[src/logic/ccs_pkg.sv]
// Package: constants shared by the chip control device end and its host end.
// Assumes a single 50 MHz clock for both ends.
package ccs_pkg;
  localparam int unsigned CLK_HZ = 50000000;
  // Reset and access timing
  localparam int unsigned RESET_MIN_NS = 100;
  localparam int unsigned RESET_MIN_CYC = (RESET_MIN_NS * 50 + 999) / 1000;
  localparam int unsigned ACCESS_DELAY_US = 2000;
  localparam int unsigned ACCESS_DELAY_CYC = ACCESS_DELAY_US * (CLK_HZ / 1000000);
  // Register map
  localparam logic [8:0] REG_GPIO_CONTROL = 9'h006;
  localparam logic [8:0] REG_REF_OUTPUT_SELECT = 9'h007;
  localparam int unsigned BIT_GP_DIRECTION = 0;
  localparam int unsigned BIT_GP_LEVEL = 2;
  localparam int unsigned BIT_REF_A_SELECT = 0;
  localparam int unsigned BIT_REF_B_SELECT = 3;
  // Host command port registers
  localparam logic [3:0] HOST_REG_ADDR = 4'h0;
  localparam logic [3:0] HOST_REG_WDATA = 4'h1;
  localparam logic [3:0] HOST_REG_CMD = 4'h2;
  localparam logic [3:0] HOST_REG_STATUS = 4'h3;
  localparam logic [3:0] HOST_REG_RDATA = 4'h4;
  localparam int unsigned CMD_BIT_WRITE = 0;
  localparam int unsigned CMD_BIT_READ = 1;
  localparam int unsigned CMD_BIT_RESET = 2;
  // Generated clock divider half periods (approximate at 50 MHz)
  localparam logic [4:0] HALF_T1 = 5'h10;
  localparam logic [4:0] HALF_E1 = 5'h0C;
endpackage : ccs_pkg

[src/logic/ccs_if.sv]
// Interface: pins between the chip control device and its host.
// Assumes both ends run on one clock; open-drain pins resolved by bench.
`timescale 1ns/1ps
interface ccs_if;
  logic reset_n;
  logic cs_n;
  logic [8:0] addr;
  logic [7:0] wdata;
  logic wr_n;
  logic rd_n;
  logic [7:0] rdata;
  logic rdata_valid;
  logic int_n_oe;
  modport device (
    input reset_n, cs_n, addr, wdata, wr_n, rd_n,
    output rdata, rdata_valid, int_n_oe
  );
  modport host (
    output reset_n, cs_n, addr, wdata, wr_n, rd_n,
    input rdata, rdata_valid, int_n_oe
  );
endinterface : ccs_if

[src/logic/ccs_device.sv]
// Device end: reset, access gate, clock select straps, reference clock
// routing, general-purpose pin, transmit high-z, interrupt, chip select.
// Assumes host drives bus pins synchronously; straps are static.
//
// Contract
// - Strap two high selects 2.048 MHz base
// - Lower straps give multiplier one to four
// - Oscillator output is inverted oscillator input
// - Generated clock at 1.544 or 2.048 MHz
// - Reference A link chosen by select bit 0
// - Reference B link chosen by select bit 3
// - Low reset over 100 ns resets all
// - Registers accessible 2 ms after reset
// - Reset only with running oscillator clock
// - Gp pin direction from control bit 0
// - Input gp pin level read in bit 2
// - Output gp pin driven from bit 2
// - Transmit high-z floats the one tip-ring line output
// - Interrupt low while unmasked indication set
// - Bus ignored while chip select high
// - Chip select high clears test modes
// - Fresh chip select fall per access
// - Oscillator frequency interpreted from three straps
`timescale 1ns/1ps
module ccs_device #(
  parameter int unsigned ACCESS_DELAY = ccs_pkg::ACCESS_DELAY_CYC
) (
  // Clock and reset
  input wire logic clk,
  input wire logic rst,
  // Host pins
  ccs_if.device bus,
  // Clock pins
  input wire logic osc_in,
  output logic osc_out,
  input wire logic [2:0] clk_sel,
  output logic generated_clock_out,
  output logic [2:0] ref_multiplier,
  output logic ref_base_e1,
  // Recovered clocks
  input wire logic [1:0] recovered_clock_in,
  output logic recovered_clock_out_a,
  output logic recovered_clock_out_b,
  // General purpose pin
  input wire logic gp_pin_in,
  output logic gp_pin_out,
  output logic gp_pin_oe,
  // Transmit high-z
  input wire logic transmit_high_z,
  output logic line_tx_tip_ring_oe,
  // Interrupts from link logic
  input wire logic [7:0] irq_indication,
  input wire logic [7:0] irq_enable,
  // Status
  output logic access_ready,
  output logic test_mode
);
  typedef struct packed {
    logic [1:0] rn_sync;
    logic [1:0] cs_sync;
    logic [1:0] wr_sync;
    logic [1:0] rd_sync;
    logic [1:0] gp_sync;
    logic [1:0] thz_sync;
    logic [1:0] rc_a_sync;
    logic [1:0] rc_b_sync;
    logic [1:0] osc_sync;
    logic [2:0] sel_a_sync;
    logic [2:0] sel_b_sync;
    logic [2:0] sel_c_sync;
    logic armed;
    logic [3:0] low_cnt;
    logic [31:0] wait_cnt;
    logic ready;
    logic test;
    logic gp_dir;
    logic gp_level;
    logic ref_a_sel;
    logic ref_b_sel;
    logic [4:0] div_cnt;
    logic gen_clk;
    logic [7:0] rdata;
    logic rvalid;
    logic osc_out;
    logic ref_a;
    logic ref_b;
    logic gp_out;
    logic gp_oe;
    logic tx_oe;
    logic int_oe;
    logic [2:0] mult;
    logic base_e1;
  } ccs_dev_state_t;

  ccs_dev_state_t s;
  ccs_dev_state_t next_s;
  logic any_irq;
  logic hw_reset;

  always_comb begin
    next_s = s;
    any_irq = |(irq_indication & irq_enable);
    hw_reset = 1'b0;
    next_s.rn_sync = {s.rn_sync[0], bus.reset_n};
    next_s.cs_sync = {s.cs_sync[0], bus.cs_n};
    next_s.wr_sync = {s.wr_sync[0], bus.wr_n};
    next_s.rd_sync = {s.rd_sync[0], bus.rd_n};
    next_s.gp_sync = {s.gp_sync[0], gp_pin_in};
    next_s.thz_sync = {s.thz_sync[0], transmit_high_z};
    next_s.rc_a_sync = {s.rc_a_sync[0], recovered_clock_in[0]};
    next_s.rc_b_sync = {s.rc_b_sync[0], recovered_clock_in[1]};
    next_s.osc_sync = {s.osc_sync[0], osc_in};
    next_s.sel_a_sync = clk_sel;
    next_s.sel_b_sync = s.sel_a_sync;
    next_s.sel_c_sync = s.sel_b_sync;
    next_s.rvalid = 1'b0;
    // Reset pin low long enough
    if (!s.rn_sync[1]) begin
      if (s.low_cnt != 4'(ccs_pkg::RESET_MIN_CYC)) begin
        next_s.low_cnt = s.low_cnt + 4'h1;
      end
    end else begin
      next_s.low_cnt = 4'h0;
    end
    if (!s.rn_sync[1] && s.low_cnt == 4'(ccs_pkg::RESET_MIN_CYC)) begin
      hw_reset = 1'b1;
    end
    // Access delay
    if (!s.ready) begin
      if (s.wait_cnt == 32'(ACCESS_DELAY - 1)) begin
        next_s.ready = 1'b1;
      end else begin
        next_s.wait_cnt = s.wait_cnt + 32'h1;
      end
    end
    // Chip select high clears test modes
    if (s.cs_sync[1]) begin
      next_s.test = 1'b0;
      next_s.armed = 1'b1;
    end
    // One access per chip select fall
    if (s.ready && !s.cs_sync[1] && s.armed) begin
      if (!s.wr_sync[1]) begin
        next_s.armed = 1'b0;
        if (bus.addr == ccs_pkg::REG_GPIO_CONTROL) begin
          next_s.gp_dir = bus.wdata[ccs_pkg::BIT_GP_DIRECTION];
          next_s.gp_level = bus.wdata[ccs_pkg::BIT_GP_LEVEL];
        end else if (bus.addr == ccs_pkg::REG_REF_OUTPUT_SELECT) begin
          next_s.ref_a_sel = bus.wdata[ccs_pkg::BIT_REF_A_SELECT];
          next_s.ref_b_sel = bus.wdata[ccs_pkg::BIT_REF_B_SELECT];
        end
      end else if (!s.rd_sync[1]) begin
        next_s.armed = 1'b0;
        next_s.rvalid = 1'b1;
        next_s.rdata = 8'h00;
        if (bus.addr == ccs_pkg::REG_GPIO_CONTROL) begin
          next_s.rdata[ccs_pkg::BIT_GP_DIRECTION] = s.gp_dir;
          next_s.rdata[ccs_pkg::BIT_GP_LEVEL] = s.gp_dir ? s.gp_level : s.gp_sync[1];
        end else if (bus.addr == ccs_pkg::REG_REF_OUTPUT_SELECT) begin
          next_s.rdata[ccs_pkg::BIT_REF_A_SELECT] = s.ref_a_sel;
          next_s.rdata[ccs_pkg::BIT_REF_B_SELECT] = s.ref_b_sel;
        end
      end
    end
    // Straps decode
    next_s.base_e1 = s.sel_c_sync[2];
    next_s.mult = 3'({1'b0, s.sel_c_sync[1:0]}) + 3'h1;
    // Generated clock divider
    if (s.div_cnt == 5'h0) begin
      next_s.gen_clk = ~s.gen_clk;
      next_s.div_cnt = (s.base_e1 ? ccs_pkg::HALF_E1 : ccs_pkg::HALF_T1) - 5'h1;
    end else begin
      next_s.div_cnt = s.div_cnt - 5'h1;
    end
    next_s.osc_out = ~s.osc_sync[1];
    next_s.ref_a = s.ref_a_sel ? s.rc_b_sync[1] : s.rc_a_sync[1];
    next_s.ref_b = s.ref_b_sel ? s.rc_b_sync[1] : s.rc_a_sync[1];
    next_s.gp_oe = s.gp_dir;
    next_s.gp_out = s.gp_level;
    next_s.tx_oe = ~s.thz_sync[1];
    next_s.int_oe = any_irq;
    if (hw_reset) begin
      next_s.ready = 1'b0;
      next_s.wait_cnt = 32'h0;
      next_s.gp_dir = 1'b0;
      next_s.gp_level = 1'b0;
      next_s.ref_a_sel = 1'b0;
      next_s.ref_b_sel = 1'b0;
      next_s.test = 1'b1;
      next_s.armed = 1'b0;
      next_s.rvalid = 1'b0;
    end
  end

  always_ff @(posedge clk) begin
    if (rst) begin
      s <= '0;
      s.rn_sync <= 2'h3;
      s.cs_sync <= 2'h3;
      s.wr_sync <= 2'h3;
      s.rd_sync <= 2'h3;
      s.test <= 1'b1;
      s.mult <= 3'h1;
    end else begin
      s <= next_s;
    end
  end

  assign bus.rdata = s.rdata;
  assign bus.rdata_valid = s.rvalid;
  assign bus.int_n_oe = s.int_oe;
  assign osc_out = s.osc_out;
  assign generated_clock_out = s.gen_clk;
  assign ref_multiplier = s.mult;
  assign ref_base_e1 = s.base_e1;
  assign recovered_clock_out_a = s.ref_a;
  assign recovered_clock_out_b = s.ref_b;
  assign gp_pin_out = s.gp_out;
  assign gp_pin_oe = s.gp_oe;
  assign line_tx_tip_ring_oe = s.tx_oe;
  assign access_ready = s.ready;
  assign test_mode = s.test;
endmodule : ccs_device

[src/flat_wrapper.sv]
// flat-port wrapper written by rule: the top's interface ports become plain ports
module ccs_device_flat 
#(
  parameter int unsigned ACCESS_DELAY = ccs_pkg::ACCESS_DELAY_CYC
)
  (clk, rst, osc_in, osc_out, clk_sel, generated_clock_out, ref_multiplier, ref_base_e1, recovered_clock_in, recovered_clock_out_a, recovered_clock_out_b, gp_pin_in, gp_pin_out, gp_pin_oe, transmit_high_z, line_tx_tip_ring_oe, irq_indication, irq_enable, access_ready, test_mode, bus_reset_n, bus_cs_n, bus_addr, bus_wdata, bus_wr_n, bus_rd_n, bus_rdata, bus_rdata_valid, bus_int_n_oe);
  ccs_if bus_i ();
  input wire logic clk;
  input wire logic rst;
  input wire logic osc_in;
  output logic osc_out;
  input wire logic [2:0] clk_sel;
  output logic generated_clock_out;
  output logic [2:0] ref_multiplier;
  output logic ref_base_e1;
  input wire logic [1:0] recovered_clock_in;
  output logic recovered_clock_out_a;
  output logic recovered_clock_out_b;
  input wire logic gp_pin_in;
  output logic gp_pin_out;
  output logic gp_pin_oe;
  input wire logic transmit_high_z;
  output logic line_tx_tip_ring_oe;
  input wire logic [7:0] irq_indication;
  input wire logic [7:0] irq_enable;
  output logic access_ready;
  output logic test_mode;
  input wire logic [$bits(bus_i.reset_n)-1:0] bus_reset_n;
  input wire logic [$bits(bus_i.cs_n)-1:0] bus_cs_n;
  input wire logic [$bits(bus_i.addr)-1:0] bus_addr;
  input wire logic [$bits(bus_i.wdata)-1:0] bus_wdata;
  input wire logic [$bits(bus_i.wr_n)-1:0] bus_wr_n;
  input wire logic [$bits(bus_i.rd_n)-1:0] bus_rd_n;
  output wire logic [$bits(bus_i.rdata)-1:0] bus_rdata;
  output wire logic [$bits(bus_i.rdata_valid)-1:0] bus_rdata_valid;
  output wire logic [$bits(bus_i.int_n_oe)-1:0] bus_int_n_oe;
  assign bus_i.reset_n = bus_reset_n;
  assign bus_i.cs_n = bus_cs_n;
  assign bus_i.addr = bus_addr;
  assign bus_i.wdata = bus_wdata;
  assign bus_i.wr_n = bus_wr_n;
  assign bus_i.rd_n = bus_rd_n;
  assign bus_rdata = bus_i.rdata;
  assign bus_rdata_valid = bus_i.rdata_valid;
  assign bus_int_n_oe = bus_i.int_n_oe;
  ccs_device #(.ACCESS_DELAY(ACCESS_DELAY)) u_core (.clk(clk), .rst(rst), .bus(bus_i), .osc_in(osc_in), .osc_out(osc_out), .clk_sel(clk_sel), .generated_clock_out(generated_clock_out), .ref_multiplier(ref_multiplier), .ref_base_e1(ref_base_e1), .recovered_clock_in(recovered_clock_in), .recovered_clock_out_a(recovered_clock_out_a), .recovered_clock_out_b(recovered_clock_out_b), .gp_pin_in(gp_pin_in), .gp_pin_out(gp_pin_out), .gp_pin_oe(gp_pin_oe), .transmit_high_z(transmit_high_z), .line_tx_tip_ring_oe(line_tx_tip_ring_oe), .irq_indication(irq_indication), .irq_enable(irq_enable), .access_ready(access_ready), .test_mode(test_mode));
endmodule
[config.mk]
export PLATFORM = sky130hd
export DESIGN_NAME = ccs_device_flat
export DESIGN_NICKNAME = d
export VERILOG_FILES = /design/src/logic/ccs_pkg.sv /design/src/logic/ccs_if.sv /design/src/logic/ccs_device.sv /design/src/flat_wrapper.sv
export SDC_FILE = /design/constraint.sdc
export NUM_CORES = 1
export LEC_CHECK = 0
export BUFFER_PORTS_ARGS = -buffer_cell sky130_fd_sc_hd__buf_2
export CELL_PAD_IN_SITES_DETAIL_PLACEMENT = 0
export CELL_PAD_IN_SITES_GLOBAL_PLACEMENT = 1
export CORE_AREA = 2 2 115 117
export DETAILED_ROUTE_END_ITERATION = 8
export DIE_AREA = 0 0 117 119
export PLACE_DENSITY = 0.59
export SLEW_MARGIN = 10
export SYNTH_ARGS = -nofsm -noshare
export SYNTH_HDL_FRONTEND = slang
export SYNTH_SLANG_ARGS = --single-unit
[constraint.sdc]
create_clock -name clk -period 3.1 [get_ports clk]
set_clock_uncertainty 0.2 [all_clocks]
set_input_delay 0.465 -clock clk [delete_from_list [all_inputs] [get_ports clk]]
set_output_delay 0.465 -clock clk [all_outputs]
set_load 0.05 [all_outputs]
==> impl_metrics.json <==
{
  "synth_area_leaders": "dfxtp_1 (49%), nor2b_1 (4.2%), nor2_1 (4.1%)",
  "synth.distinct_cells": 51,
  "cap_violations": 0,
  "post_route_cells_drive_above_1_share_pct": 21.7,
  "ys_warn_count": 0,
  "clock-sinks": 91,
  "die_w_um": 117,
  "core_area_mm2": 0.0129,
  "vdd_drop_max_uv": 390,
  "cts_setup_buffers": 0,
  "synth-seq-cells": 91,
  "firstDrtPassIters": 4,
  "synth_async_sr_flop_share_pct": 0,
  "fin_crit_ns": 2.53,
  "r2r_cells": 5,
  "status": "finished clean",
  "crit_required_ns": 3.17,
  "max_freq_mhz": 395,
  "fp.dieArea_mm2": 0.0139,
  "synth_commonest_cells": "dfxtp_1 (91), nor2_1 (41), nand2_1 (26), nor2b_1 (25), a21oi_1 (20)",
  "cpPeakStageDelay_ns": 0.56,
  "path_clk_slew_ns": 0.07,
  "critical-path-top-delay-family": "simple AND/OR/NAND/NOR gates",
  "synth_top_area_share_pct": 49.0,
  "critical_path.max_fanout": 10,
  "grt_pass1_vias": 2857,
  "post-place-ws_ns": 0.599,
  "yosys.cell_count.top_type": "dfxtp_1",
  "p_sw_mw": 0.633,
  "areaGrowthSynthToFinish_pct": 19.8,
  "p_clk_share_pct": 45.1,
  "cts_hold_buf": 0,
  "initial_core_util_pct": 28.9,
  "crit_type": "flip-flop to flip-flop",
  "r2r_slack_ns": 0.57,
  "htreeDepth": 3,
  "rsz0062_at_grt": "false",
  "place.detailed.hpwl_mm": 5.49,
  "std_cell_rows": 42,
  "num_io_pins": 70,
  "gr-usage-all-layers_pct": 12.3,
  "drt_iter0_drc": 95,
  "io_buffer_count": 59,
  "grt_pass1_wl_mm": 13.5,
  "hold_class": "input port to flip-flop",
  "layout.nets": 504,
  "diodes": 0,
  "gp_congestion": 0.778,
  "syn_avg_cell_area_um2": 9.25,
  "ant_nets": 0,
  "tns_ns": 0,
  "critPathSlowestCell": "or4_1",
  "ys.flop_type": "dfxtp_1",
  "yosysSeqAreaShare_pct": 49.0,
  "via_per_inst": 4.62,
  "wl_per_cell_um": 12.4,
  "cp-start-kind": "flip-flop",
  "setup_viol": 0,
  "wl_mm": 7.87,
  "synth_edf_count": 0,
  "num_vias": 2926,
  "crit_chain": "nand4_2, or3_1, or2_0, or4_1, a21oi_1",
  "fillCellCount": 1359,
  "slew_violations": 0,
  "end_kind": "flip-flop",
  "syn_inst": 402,
  "worstSkewPairLatency_ns": 0.34,
  "setup.worst_path.end": "u_core.s[50]",
  "synth_area_leader_cell": "dfxtp_1",
  "r2r-end": "u_core.s[50]",
  "path_buf_inv": 0,
  "worstPathArrival_ns": 2.60,
  "cts_root_buf": "clkbuf_16",
  "maxSlewHeadroom_pct": 53.6,
  "finalCritPeriodShare_pct": 81.6,
  "combinationalPowerShare_pct": 6.7,
  "crit_start": "u_core.s[43]",
  "seqPwrFrac_pct": 48.2,
  "grt_max_degree": 48,
  "worst_slack_ns": 0.570,
  "p_leak_nw": 1.69,
  "die_y_um": 119,
  "cts.repair.resized": 0,
  "final-hold-violation-count": 0,
  "clockBufferDepth": 2,
  "antenna_found_initial": 0,
  "gr-total-overflow": 0,
  "tightest_slew_ns": 0.694,
  "drc": 0,
  "swShare_pct": 24.8,
  "cp.depth": 5,
  "reg2reg_from": "u_core.s[43]",
  "tritoncts": "yes",
  "synth.cell_area_mm2": 0.00372,
  "internal-power_mw": 1.92,
  "powerDensity_mw_per_mm2": 574,
  "numCtsBuffers": 9
}
## area by class of cell
class                      instances  area (um2)  area share (%)
clock buffer                       9         225            5.05
clock inverter                     7        92.6            2.08
inverter                           6        22.5           0.505
multi-input combinational        281        1750            39.2
sequential                        91        1820            40.9
tap                              176         220            4.94
timing repair buffer              63         325            7.30
## how the worst min path moves through the flow
stage,startpoint,endpoint,slack [ns],cells past startpoint
final,bus_cs_n,u_core.next_s[93],0.10,2
after global routing,bus_wr_n,u_core.next_s[91],0.09,2
after CTS,bus_cs_n,u_core.next_s[93],0.09,2
after detailed placement,u_core.s[85],u_core.line_tx_tip_ring_oe,0.17,1
after global placement,u_core.s[85],u_core.line_tx_tip_ring_oe,0.17,1
after floorplan,u_core.s[85],u_core.line_tx_tip_ring_oe,0.16,1
## cells by family (layout without fill, tap and decap cells)
| kind of cell | after synthesis | count (layout) | share of synthesized area, % |
|---|---|---|---|
| and+or+nand+nor | 193 | 193 | 29.2 |
| DFF | 91 | 91 | 49.0 |
| AOI/OAI and AO/OA | 52 | 52 | 8.54 |
| buffers and inverters | 34 | 85 | 5.11 |
| xor gates and xnor gates | 18 | 18 | 4.24 |
| muxes | 8 | 8 | 2.15 |
| adders and majority gates | 5 | 5 | 1.68 |
| other | 1 | 5 | 0.101 |
## sequential cells by signal, summed over array words and instances, names as in the netlist
name                          flops
u_core.line_tx_tip_ring_oe        1
u_core.bus.rdata                  3
u_core.next_s                    18
u_core.gp_pin_out                 1
u_core.test_mode                  1
u_core.osc_out                    1
u_core.bus.int_n_oe               1
u_core.bus.rdata_valid            1
u_core.ref_base_e1                1
u_core.recovered_clock_out_b      1
u_core.ref_multiplier             3
u_core.access_ready               1
u_core.s                         55
u_core.generated_clock_out        1
u_core.gp_pin_oe                  1
u_core.recovered_clock_out_a      1
## metal layers
| layer | wire, um | up-vias | track usage [%] |
|---|---|---|---|
| met3 | 422 | 12 | 4.53 |
| met1 | 3770 | 1355 | 16.0 |
| met4 | 134 | 0 | 4.34 |
| met5 | 0 | - | 0 |
| met2 | 3540 | 60 | 18.7 |
| li1 | - | 1499 | - |
## through the flow
step	utilization, %	cell area (um2)	hold slack (ns)	total power, mW	cells
finish	34.6	4460	0.102	2.56	633
global route	34.6	4460	0.0929	2.67	633
CTS	34.6	4460	0.0871	2.60	633
detailed placement	32.1	4140	0.171	1.43	617
global placement	32.1	4140	0.167	1.43	617
floorplan	-	3730	0.163	1.38	406
## power groups by stage
| stage | sequential [mW] | clock [mW] | combinational [mW] |
|---|---|---|---|
| 3_3_place_gp | 1.26 | 0 | 0.173 |
| 3_5_place_dp | 1.26 | 0 | 0.175 |
| 6_report | 1.23 | 1.15 | 0.173 |
| 5_1_grt | 1.24 | 1.23 | 0.195 |
| 4_1_cts | 1.23 | 1.20 | 0.176 |
| 2_1_floorplan | 1.28 | 0 | 0.103 |
## placed cells by master (no fill, tap or decap), types with 4 or more instances in the layout
master     Yosys  routed
nand3_1       12      12
nor4_1        15      15
a21oi_1       20      20
nor2b_1       25      25
o21ai_0       12      12
nor3_1         7       7
or3_1         11      11
xnor2_1       13      13
buf_2          3      59
ha_1           5       5
a22oi_1        4       4
mux2i_1        8       8
or2_2         10      10
clkbuf_16      0       9
nor2_1        41      41
xor2_1         5       5
o31ai_1        6       5
nand4_1        7       7
or4_1          5       5
and3_1         5       5
nand2_1       26      26
conb_1         1       5
dfxtp_1       91      91
inv_1          6       6
buf_4         11       4
Power figures use the tool's default switching activity.
